**src/common/mms_pkg.sv**
```systemverilog
// Package for the multi-mode serial interface: mode codes, field layouts,
// reset values and carrier structs. Assumes one synchronous clock domain.
// Functional notes
// - Bit clock period is two times divider value plus one count source ticks.
// - Clock direction zero means the bit clock is made internally.
// - Handshake disable zero enables clear-to-send gating of transmission.
// - Polarity zero changes transmit data on the falling clock edge.
// - Cause select zero raises transmit request when the buffer empties.
// - Mode select value zero disables the whole serial interface.
// - Transmit and receive each run only while their enable bit is one.
// - Bus mode raises requests on start, stop, ack or rx done, nack or tx done.
// - Asynchronous mode uses eight data bits, optional parity, one or two stops.
package mms_pkg;
  localparam logic [2:0] MMS_MODE_OFF  = 3'h0;
  localparam logic [2:0] MMS_MODE_SYNC = 3'h1;
  localparam logic [2:0] MMS_MODE_I2C  = 3'h2;
  localparam logic [2:0] MMS_MODE_UART = 3'h5;
  localparam logic [1:0] MMS_SRC_F1    = 2'h0;
  localparam logic [1:0] MMS_SRC_F8    = 2'h1;
  localparam logic [1:0] MMS_SRC_F2N   = 2'h2;
  localparam int         MMS_DATA_BITS = 8;
  localparam logic [7:0] MMS_DIV_RST   = 8'h00;

  typedef struct packed {
    logic [2:0] serial_mode_select;
    logic       clock_source_direction;
    logic       parity_enable;
    logic       stop_bit_select;
    logic       handshake_disable;
    logic       clock_polarity_select;
    logic       tx_irq_cause_select;
    logic [1:0] count_source_select;
    logic       transmit_enable_bit;
    logic       receive_enable_bit;
  } mms_cfg_t;

  typedef struct packed {
    logic start_det;
    logic stop_det;
    logic ack_or_rx_done;
    logic nack_or_tx_done;
  } mms_bus_evt_t;
endpackage

```
**src/mms_core.sv**
```systemverilog
// Serial channel core: bit-rate divider, transmit shifter, receive shifter.
// Assumes all inputs synchronous to sys_clk; f8 and f2n ticks come from outside.
`timescale 1ns/1ns
module mms_core #(
  parameter int DIV_W = 8
) (
  // Clock and reset.
  input  wire logic                  sys_clk,
  input  wire logic                  resetn,
  // Configuration.
  input  wire mms_pkg::mms_cfg_t     cfg,
  input  wire logic [DIV_W-1:0]      bit_rate_divider,
  input  wire logic                  f8_tick,
  input  wire logic                  f2n_tick,
  // Transmit data.
  input  wire logic [7:0]            tx_data,
  input  wire logic                  tx_write,
  // Bus condition events.
  input  wire mms_pkg::mms_bus_evt_t bus_evt,
  // Pins.
  input  wire logic                  clear_to_send_input,
  input  wire logic                  serial_rx_pin,
  output logic                       serial_tx_pin,
  output logic                       serial_clock_pin,
  output logic                       serial_clock_oe,
  // Status.
  output logic                       tx_buffer_empty_flag,
  output logic                       shift_empty_flag,
  output logic [7:0]                 rx_data,
  output logic                       rx_done,
  output logic                       irq_request_flag
);
  import mms_pkg::*;

  typedef enum logic [3:0] {
    MMS_IDLE  = 4'b0001,
    MMS_START = 4'b0010,
    MMS_DATA  = 4'b0100,
    MMS_STOP  = 4'b1000
  } mms_state_t;

  logic             active;
  logic             src_tick;
  logic [DIV_W-1:0] div_reg;
  logic             half_tick;
  logic             clk_reg;
  logic             fall;
  logic             rise;
  logic             bit_tick;
  logic [7:0]       buf_reg;
  logic             buf_full_reg;
  logic [9:0]       sh_reg;
  logic [3:0]       cnt_reg;
  logic [3:0]       frame_len;
  mms_state_t       st_reg;
  logic             tx_go;
  logic             shift_done;
  logic [7:0]       rx_sh_reg;
  logic [2:0]       rx_cnt_reg;
  logic             rx_busy_reg;

  // Mode zero holds the whole channel idle.
  assign active = (cfg.serial_mode_select != MMS_MODE_OFF);

  // Selected count source tick.
  always_comb begin
    case (cfg.count_source_select)
      MMS_SRC_F8:  src_tick = f8_tick;
      MMS_SRC_F2N: src_tick = f2n_tick;
      default:     src_tick = 1'b1;
    endcase
  end

  // Divider reloads with m so each half period is m+1 source ticks.
  // A frame start restarts it, so the first bit of a frame is never cut short.
  always_ff @(posedge sys_clk or negedge resetn) begin
    if (!resetn) begin
      div_reg <= '0;
    end else if (!active || tx_go || (src_tick && div_reg == '0)) begin
      div_reg <= bit_rate_divider;
    end else if (src_tick) begin
      div_reg <= div_reg - 1'b1;
    end
  end
  assign half_tick = active && src_tick && (div_reg == '0);

  // Bit clock toggles every half period, idling high.
  always_ff @(posedge sys_clk or negedge resetn) begin
    if (!resetn) begin
      clk_reg <= 1'b1;
    end else if (tx_go) begin
      // Asynchronous frames start low so the start bit lasts one whole period.
      clk_reg <= (cfg.serial_mode_select != MMS_MODE_UART);
    end else if (!active || st_reg == MMS_IDLE) begin
      clk_reg <= 1'b1;
    end else if (half_tick) begin
      clk_reg <= ~clk_reg;
    end
  end
  assign fall = half_tick && clk_reg;
  assign rise = half_tick && !clk_reg;
  // Transmit data changes on the falling edge of the internal clock; polarity only inverts the pin.
  assign bit_tick = fall;

  // Internal clock drives the pin only when direction is zero.
  assign serial_clock_pin = cfg.clock_polarity_select ? ~clk_reg : clk_reg;
  assign serial_clock_oe  = active && !cfg.clock_source_direction;

  // Transmit start needs enable, data and, when handshake is on, a low CTS.
  assign tx_go = active && cfg.transmit_enable_bit && buf_full_reg &&
                 (cfg.handshake_disable || !clear_to_send_input) && st_reg == MMS_IDLE;

  // Frame length: 8 data, optional parity, one or two stops in UART mode.
  always_comb begin
    frame_len = 4'(MMS_DATA_BITS);
    if (cfg.serial_mode_select == MMS_MODE_UART) begin
      frame_len = 4'(MMS_DATA_BITS) + 4'(cfg.parity_enable) + 4'(cfg.stop_bit_select);
    end
  end

  // Transmit buffer, refilled by writes, drained at frame start.
  always_ff @(posedge sys_clk or negedge resetn) begin
    if (!resetn) begin
      buf_reg      <= 8'h00;
      buf_full_reg <= 1'b0;
    end else if (!active) begin
      buf_full_reg <= 1'b0;
    end else if (tx_write) begin
      buf_reg      <= tx_data;
      buf_full_reg <= 1'b1;
    end else if (tx_go) begin
      buf_full_reg <= 1'b0;
    end
  end
  assign tx_buffer_empty_flag = !buf_full_reg;

  // Transmit sequencer.
  always_ff @(posedge sys_clk or negedge resetn) begin
    if (!resetn) begin
      st_reg  <= MMS_IDLE;
      sh_reg  <= 10'h3ff;
      cnt_reg <= 4'h0;
    end else if (!active || !cfg.transmit_enable_bit) begin
      st_reg  <= MMS_IDLE;
      sh_reg  <= 10'h3ff;
    end else begin
      case (st_reg)
        MMS_IDLE: if (tx_go) begin
          // Clocked frames keep the line idle until the first falling edge shifts bit 0 out.
          if (cfg.serial_mode_select != MMS_MODE_UART) begin
            sh_reg <= {1'b1, buf_reg, 1'b1};
          end else if (cfg.parity_enable) begin
            sh_reg <= {1'b1, ^buf_reg, buf_reg};
          end else begin
            sh_reg <= {2'b11, buf_reg};
          end
          cnt_reg <= 4'h0;
          st_reg  <= (cfg.serial_mode_select == MMS_MODE_UART) ? MMS_START : MMS_DATA;
        end
        MMS_START: if (bit_tick) begin
          st_reg <= MMS_DATA;
        end
        MMS_DATA: if (bit_tick) begin
          sh_reg  <= {1'b1, sh_reg[9:1]};
          cnt_reg <= cnt_reg + 4'h1;
          if (cnt_reg == frame_len - 4'h1) begin
            st_reg <= MMS_STOP;
          end
        end
        MMS_STOP: if (bit_tick) begin
          st_reg <= MMS_IDLE;
          sh_reg <= 10'h3ff;
        end
        default: st_reg <= MMS_IDLE;
      endcase
    end
  end
  assign shift_done = (st_reg == MMS_STOP) && bit_tick;

  // Transmit pin output, low bit during start.
  always_ff @(posedge sys_clk or negedge resetn) begin
    if (!resetn) begin
      serial_tx_pin <= 1'b1;
    end else begin
      serial_tx_pin <= (st_reg == MMS_START) ? 1'b0 : sh_reg[0];
    end
  end

  // Shift empty when idle with nothing pending.
  always_ff @(posedge sys_clk or negedge resetn) begin
    if (!resetn) begin
      shift_empty_flag <= 1'b1;
    end else begin
      shift_empty_flag <= (st_reg == MMS_IDLE) && !buf_full_reg && !tx_write;
    end
  end

  // Receive shifter is armed at frame start and takes eight samples on the edge opposite the data change.
  always_ff @(posedge sys_clk or negedge resetn) begin
    if (!resetn) begin
      rx_sh_reg   <= 8'h00;
      rx_cnt_reg  <= 3'h0;
      rx_busy_reg <= 1'b0;
      rx_data     <= 8'h00;
      rx_done     <= 1'b0;
    end else begin
      rx_done <= 1'b0;
      if (!active || !cfg.receive_enable_bit) begin
        rx_cnt_reg  <= 3'h0;
        rx_busy_reg <= 1'b0;
      end else if (tx_go) begin
        rx_cnt_reg  <= 3'h0;
        rx_busy_reg <= 1'b1;
      end else if (rx_busy_reg && rise && st_reg != MMS_START) begin
        rx_sh_reg  <= {serial_rx_pin, rx_sh_reg[7:1]};
        rx_cnt_reg <= rx_cnt_reg + 3'h1;
        if (rx_cnt_reg == 3'h7) begin
          rx_data     <= {serial_rx_pin, rx_sh_reg[7:1]};
          rx_done     <= 1'b1;
          rx_busy_reg <= 1'b0;
        end
      end
    end
  end

  // Interrupt request pulse per mode.
  always_ff @(posedge sys_clk or negedge resetn) begin
    if (!resetn) begin
      irq_request_flag <= 1'b0;
    end else if (!active) begin
      irq_request_flag <= 1'b0;
    end else if (cfg.serial_mode_select == MMS_MODE_I2C) begin
      irq_request_flag <= |bus_evt;
    end else begin
      irq_request_flag <= cfg.tx_irq_cause_select ? shift_done : (tx_go || rx_done);
    end
  end

  // Transmit request follows the buffer emptying when cause select is zero.
  a_tx_irq_empty: assert property (@(posedge sys_clk) disable iff (!resetn)
    (tx_go && !cfg.tx_irq_cause_select && cfg.serial_mode_select != MMS_MODE_I2C) |=> irq_request_flag)
    else $error("transmit irq missing");
  a_mode_off: assert property (@(posedge sys_clk) disable iff (!resetn)
    (!active) |-> (st_reg == MMS_IDLE || $past(active)) && !serial_clock_oe)
    else $error("channel active in mode zero");
  a_cts_gate: assert property (@(posedge sys_clk) disable iff (!resetn)
    (st_reg == MMS_IDLE && !cfg.handshake_disable && clear_to_send_input) |=> st_reg == MMS_IDLE)
    else $error("frame began without clear to send");
  a_tx_disable: assert property (@(posedge sys_clk) disable iff (!resetn)
    (!cfg.transmit_enable_bit) |=> st_reg == MMS_IDLE)
    else $error("transmit ran while disabled");
  a_clk_dir: assert property (@(posedge sys_clk) disable iff (!resetn)
    serial_clock_oe == (active && !cfg.clock_source_direction))
    else $error("clock direction wrong");
  a_bus_irq: assert property (@(posedge sys_clk) disable iff (!resetn)
    (active && cfg.serial_mode_select == MMS_MODE_I2C && |bus_evt) |=> irq_request_flag)
    else $error("bus event irq missing");
  a_half_period: assert property (@(posedge sys_clk) disable iff (!resetn)
    (half_tick && cfg.count_source_select == MMS_SRC_F1 && $stable(bit_rate_divider) && active &&
     bit_rate_divider != '0)
      |=> !half_tick [*1])
    else $error("divider period too short");
  a_shift_empty: assert property (@(posedge sys_clk) disable iff (!resetn)
    (st_reg != MMS_IDLE) |=> !shift_empty_flag)
    else $error("shift empty during frame");
  a_tx_edge: assert property (@(posedge sys_clk) disable iff (!resetn)
    (st_reg == MMS_DATA && !cfg.clock_polarity_select && rise) |=> $stable(cnt_reg))
    else $error("data changed on rising edge");
endmodule

```
**config.mk**
```make
export PLATFORM = sky130hd
export DESIGN_NAME = mms_core
export DESIGN_NICKNAME = d
export VERILOG_FILES = /design/src/common/mms_pkg.sv /design/src/mms_core.sv
export SDC_FILE = /design/constraint.sdc
export NUM_CORES = 1
export LEC_CHECK = 0
export BUFFER_PORTS_ARGS = -buffer_cell sky130_fd_sc_hd__buf_2
export CELL_PAD_IN_SITES_DETAIL_PLACEMENT = 0
export CELL_PAD_IN_SITES_GLOBAL_PLACEMENT = 1
export CORE_ASPECT_RATIO = 0.9
export CORE_MARGIN = 3
export CORE_UTILIZATION = 44
export DETAILED_ROUTE_END_ITERATION = 6
export PLACE_DENSITY_LB_ADDON = 0.1
export SLEW_MARGIN = 10
export SYNTH_ARGS = -nofsm -noshare
export SYNTH_HDL_FRONTEND = slang
export SYNTH_SLANG_ARGS = --single-unit
```
**constraint.sdc**
```tcl
create_clock -name sys_clk -period 2.2 [get_ports sys_clk]
set_input_delay 0.11 -clock sys_clk [delete_from_list [all_inputs] [get_ports sys_clk]]
set_output_delay 0.11 -clock sys_clk [all_outputs]
set_load 0.005 [all_outputs]
```
==> reports/metrics.cfg <==
[layout]
final_cells = 473
largest_reg_flops = 9
diodes = 0
fin_nets = 424
area_delta_synth_final_pct = 24.7
drive_gt1_share_pct = 38.7
fin_area_mm2 = 0.00410

[critical_path]
critical_path_arrival_ps = 2370
startpoint_type = flip-flop
critPathMaxFanout = 8
worstSetupEndpointType = flip-flop
worst_ep_required_time_ps = 2460
worstSetupPathType = reg -> reg

[hold_path]
hp-class = in -> reg

[logic_synthesis]
synth.cell_area_mm2 = 0.00328
synth_nets = 342
synth_area_leader_cell = dfrtp_1
synth_edf_count = 0
synth_top_family_by_area = simple AND/OR/NAND/NOR gates
yosys_warnings = 0
async_flop_share_pct = 100
yosysUniqueCellTypes = 64
synth_mux_area_share_pct = 15.8
syn_area_per_cell_um2 = 11.2
synthSimpleGateAreaFrac_pct = 15.9
synth-main-ff-cell = dfrtp_1
synthXorXnorAreaFrac_pct = 3.24
synth_compound_area_share_pct = 13.6
synth-adder-area-share_pct = 3.43
ys_top_cells_by_area = dfrtp_1 (34%), dfstp_2 (10%), mux2_2 (7.9%)
syn_inst = 293
ys_ff_latch = 58
ys_seq_area_share_pct = 44.7
post-synth-top-area-fraction_pct = 34.3

[run]
max-cap-violations = 0

[placed_design]
dp_hpwl_mm = 5.44
io_buffers = 54
gp_routability_congestion = 0.802
placedCellCount = 442
pre_cts_slack_ps = 106
dpl_cell_area_mm2 = 0.00373

[clock_network]
cts_sinks = 58
cts_max_path_buffers = 2
clk_latency_ps = 340
cts_tree = built
htree_num_levels = 3
cts_buffers = 9
cts_root_buffer = clkbuf_8
clk_pin_slew_worst_paths_ps = 70

[timing]
finalCritPeriodShare_pct = 96.0
setup_ws_ps = 88.4
maxSlewViolCount = 0
max_freq_mhz = 474
final_hold_viol_count = 0
slew_headroom_pct = 65.5
rsz0062_at_grt = false
worst_pin_slew_ps = 514
fin_skew_ps = 10.1
setup-violations-final = 0
fin_setup_tns_ps = 0
period_minus_slack_ps = 2110

[route]
drc = 0
drt_iter0_markers = 82
ant_nets = 0
post_drt_wl_per_cell_um = 15.8
wirelength_mm = 7.48
via_count = 2572
dr.pass1.iters = 5
vias_per_cell = 5.44

[grt]
grt_overflow = 0
first_global_vias = 2552
grt_max_degree = 28
grt_first_pass_wirelength_mm = 12.6
grtUsageTotal_pct = 18.6
grt_antenna_before_repair = 0

[floorplan]
fp.dieH_um = 88.0
row_count = 29
dieArea_mm2 = 0.00854
ioPinCount = 55
initial_core_util_pct = 45.9
die_x_um = 97.1
core_area_mm2 = 0.00715

[outcome]
outcome = complete, no violations

[power]
power_density_mw_per_mm2 = 868
irDropWorstVdd_mv = 0.429
p_leak_uw = 0.00197

worst max-delay path: stages, from the launching register on:
cell,delay [ps]
dfrtp_1,490
or4b_1,660
buf_4,220
a21oi_1,350
nand4b_1,140
a21oi_1,170
power breakdown:
group	switching [uW]	total, uW	internal (uW)
Combinational	463	963	500
Clock	492	1140	647
Sequential	187	1460	1270
Total	1140	3560	2410
logic make-up after synthesis:
kind of cell / after synthesis
multiplexers: 45
adder cells (fa/ha/maj): 9
XOR/XNOR: 9
AND/OR/NAND/NOR: 78
buffers and inverters: 25
AO/OA/AOI/OAI: 69
flip-flops: 58
routing by layer:
layer | vias up | track usage, % | part of all wire (%) | wire (um)
met5 | - | 0 | 0 | 0
met4 | 0 | 5.74 | 1.1 | 81
met1 | 1242 | 24.9 | 48 | 3560
met2 | 62 | 30.0 | 46 | 3420
met3 | 10 | 5.10 | 5.6 | 419
li1 | 1258 | - | - | -
final cells by class:
type                            instances  area, um^2
Clock inverter                          7         103
Sequential cell                        58        1470
Tap cell                               93         116
Multi-Input combinational cell        210        1710
Inverter                               13        48.8
Timing Repair Buffer                   83         528
Clock buffer                            9         124
Fill cell                             633        3050
worst paths after layout:
| check | startpoint | endpoint | slack [ps] | cells after the start |
|---|---|---|---|---|
| min | serial_rx_pin | rx_data[7]$_DFFE_PN0P_ | 20 | 2 |
| min in group asynchronous | resetn | div_reg[3]$_DFFE_PN0P_ | 200 | 2 |
| max | st_reg[1]$_DFFE_PN0P_ | cnt_reg[2]$_DFFE_PN0P_ | 90 | 5 |
| max in group asynchronous | resetn | sh_reg[5]$_DFFE_PN1P_ | 1260 | 3 |
| min reg2reg | sh_reg[0]$_DFFE_PN1P_ | serial_tx_pin$_DFF_PN1_ | 490 | 1 |
| max reg2reg | st_reg[1]$_DFFE_PN0P_ | cnt_reg[2]$_DFFE_PN0P_ | 90 | 5 |
Yosys cell counts (5+ instances only):
| cell type | instances |
|---|---|
| ha_1 | 9 |
| o21ai_0 | 17 |
| inv_1 | 13 |
| mux2_4 | 8 |
| buf_2 | 5 |
| mux2i_1 | 14 |
| clkbuf_1 | 5 |
| dfrtp_1 | 45 |
| o22ai_1 | 7 |
| nor2_1 | 17 |
| nand3_1 | 7 |
| a21oi_1 | 21 |
| nand2_1 | 13 |
| dfstp_2 | 13 |
| mux2_2 | 23 |
through the flow:
step / hold slack, ps / utilization [%] / power (uW)
2_1_floorplan: -186 / - / 2150
3_3_place_gp: 41.6 / 52.2 / 2410
3_5_place_dp: 39.1 / 52.2 / 2420
4_1_cts: 8.19 / 56.9 / 3590
5_1_grt: 17.4 / 57.3 / 3770
6_report: 22.3 / 57.3 / 3560
cells in the final DEF (no fill, tap or decap), types with 7 or more instances in the layout:
master         count
nand3_1            7
dfstp_2           13
o21ai_0           16
dlygate4sd3_1     11
mux2_4             8
buf_4             17
nor2_1            17
mux2i_1           14
buf_2             54
inv_1             13
o22ai_1            7
mux2_2            23
a21oi_1           21
clkbuf_8           9
ha_1               9
dfrtp_1           45
nand2_1           13
timing repair:
action                     CTS  global route
hold buffers                11             0
setup endpoints to repair    0             6
hold endpoints to repair    23             0
resized for setup            0             2
setup buffers                0             4
(Power assumes the default switching activity.)
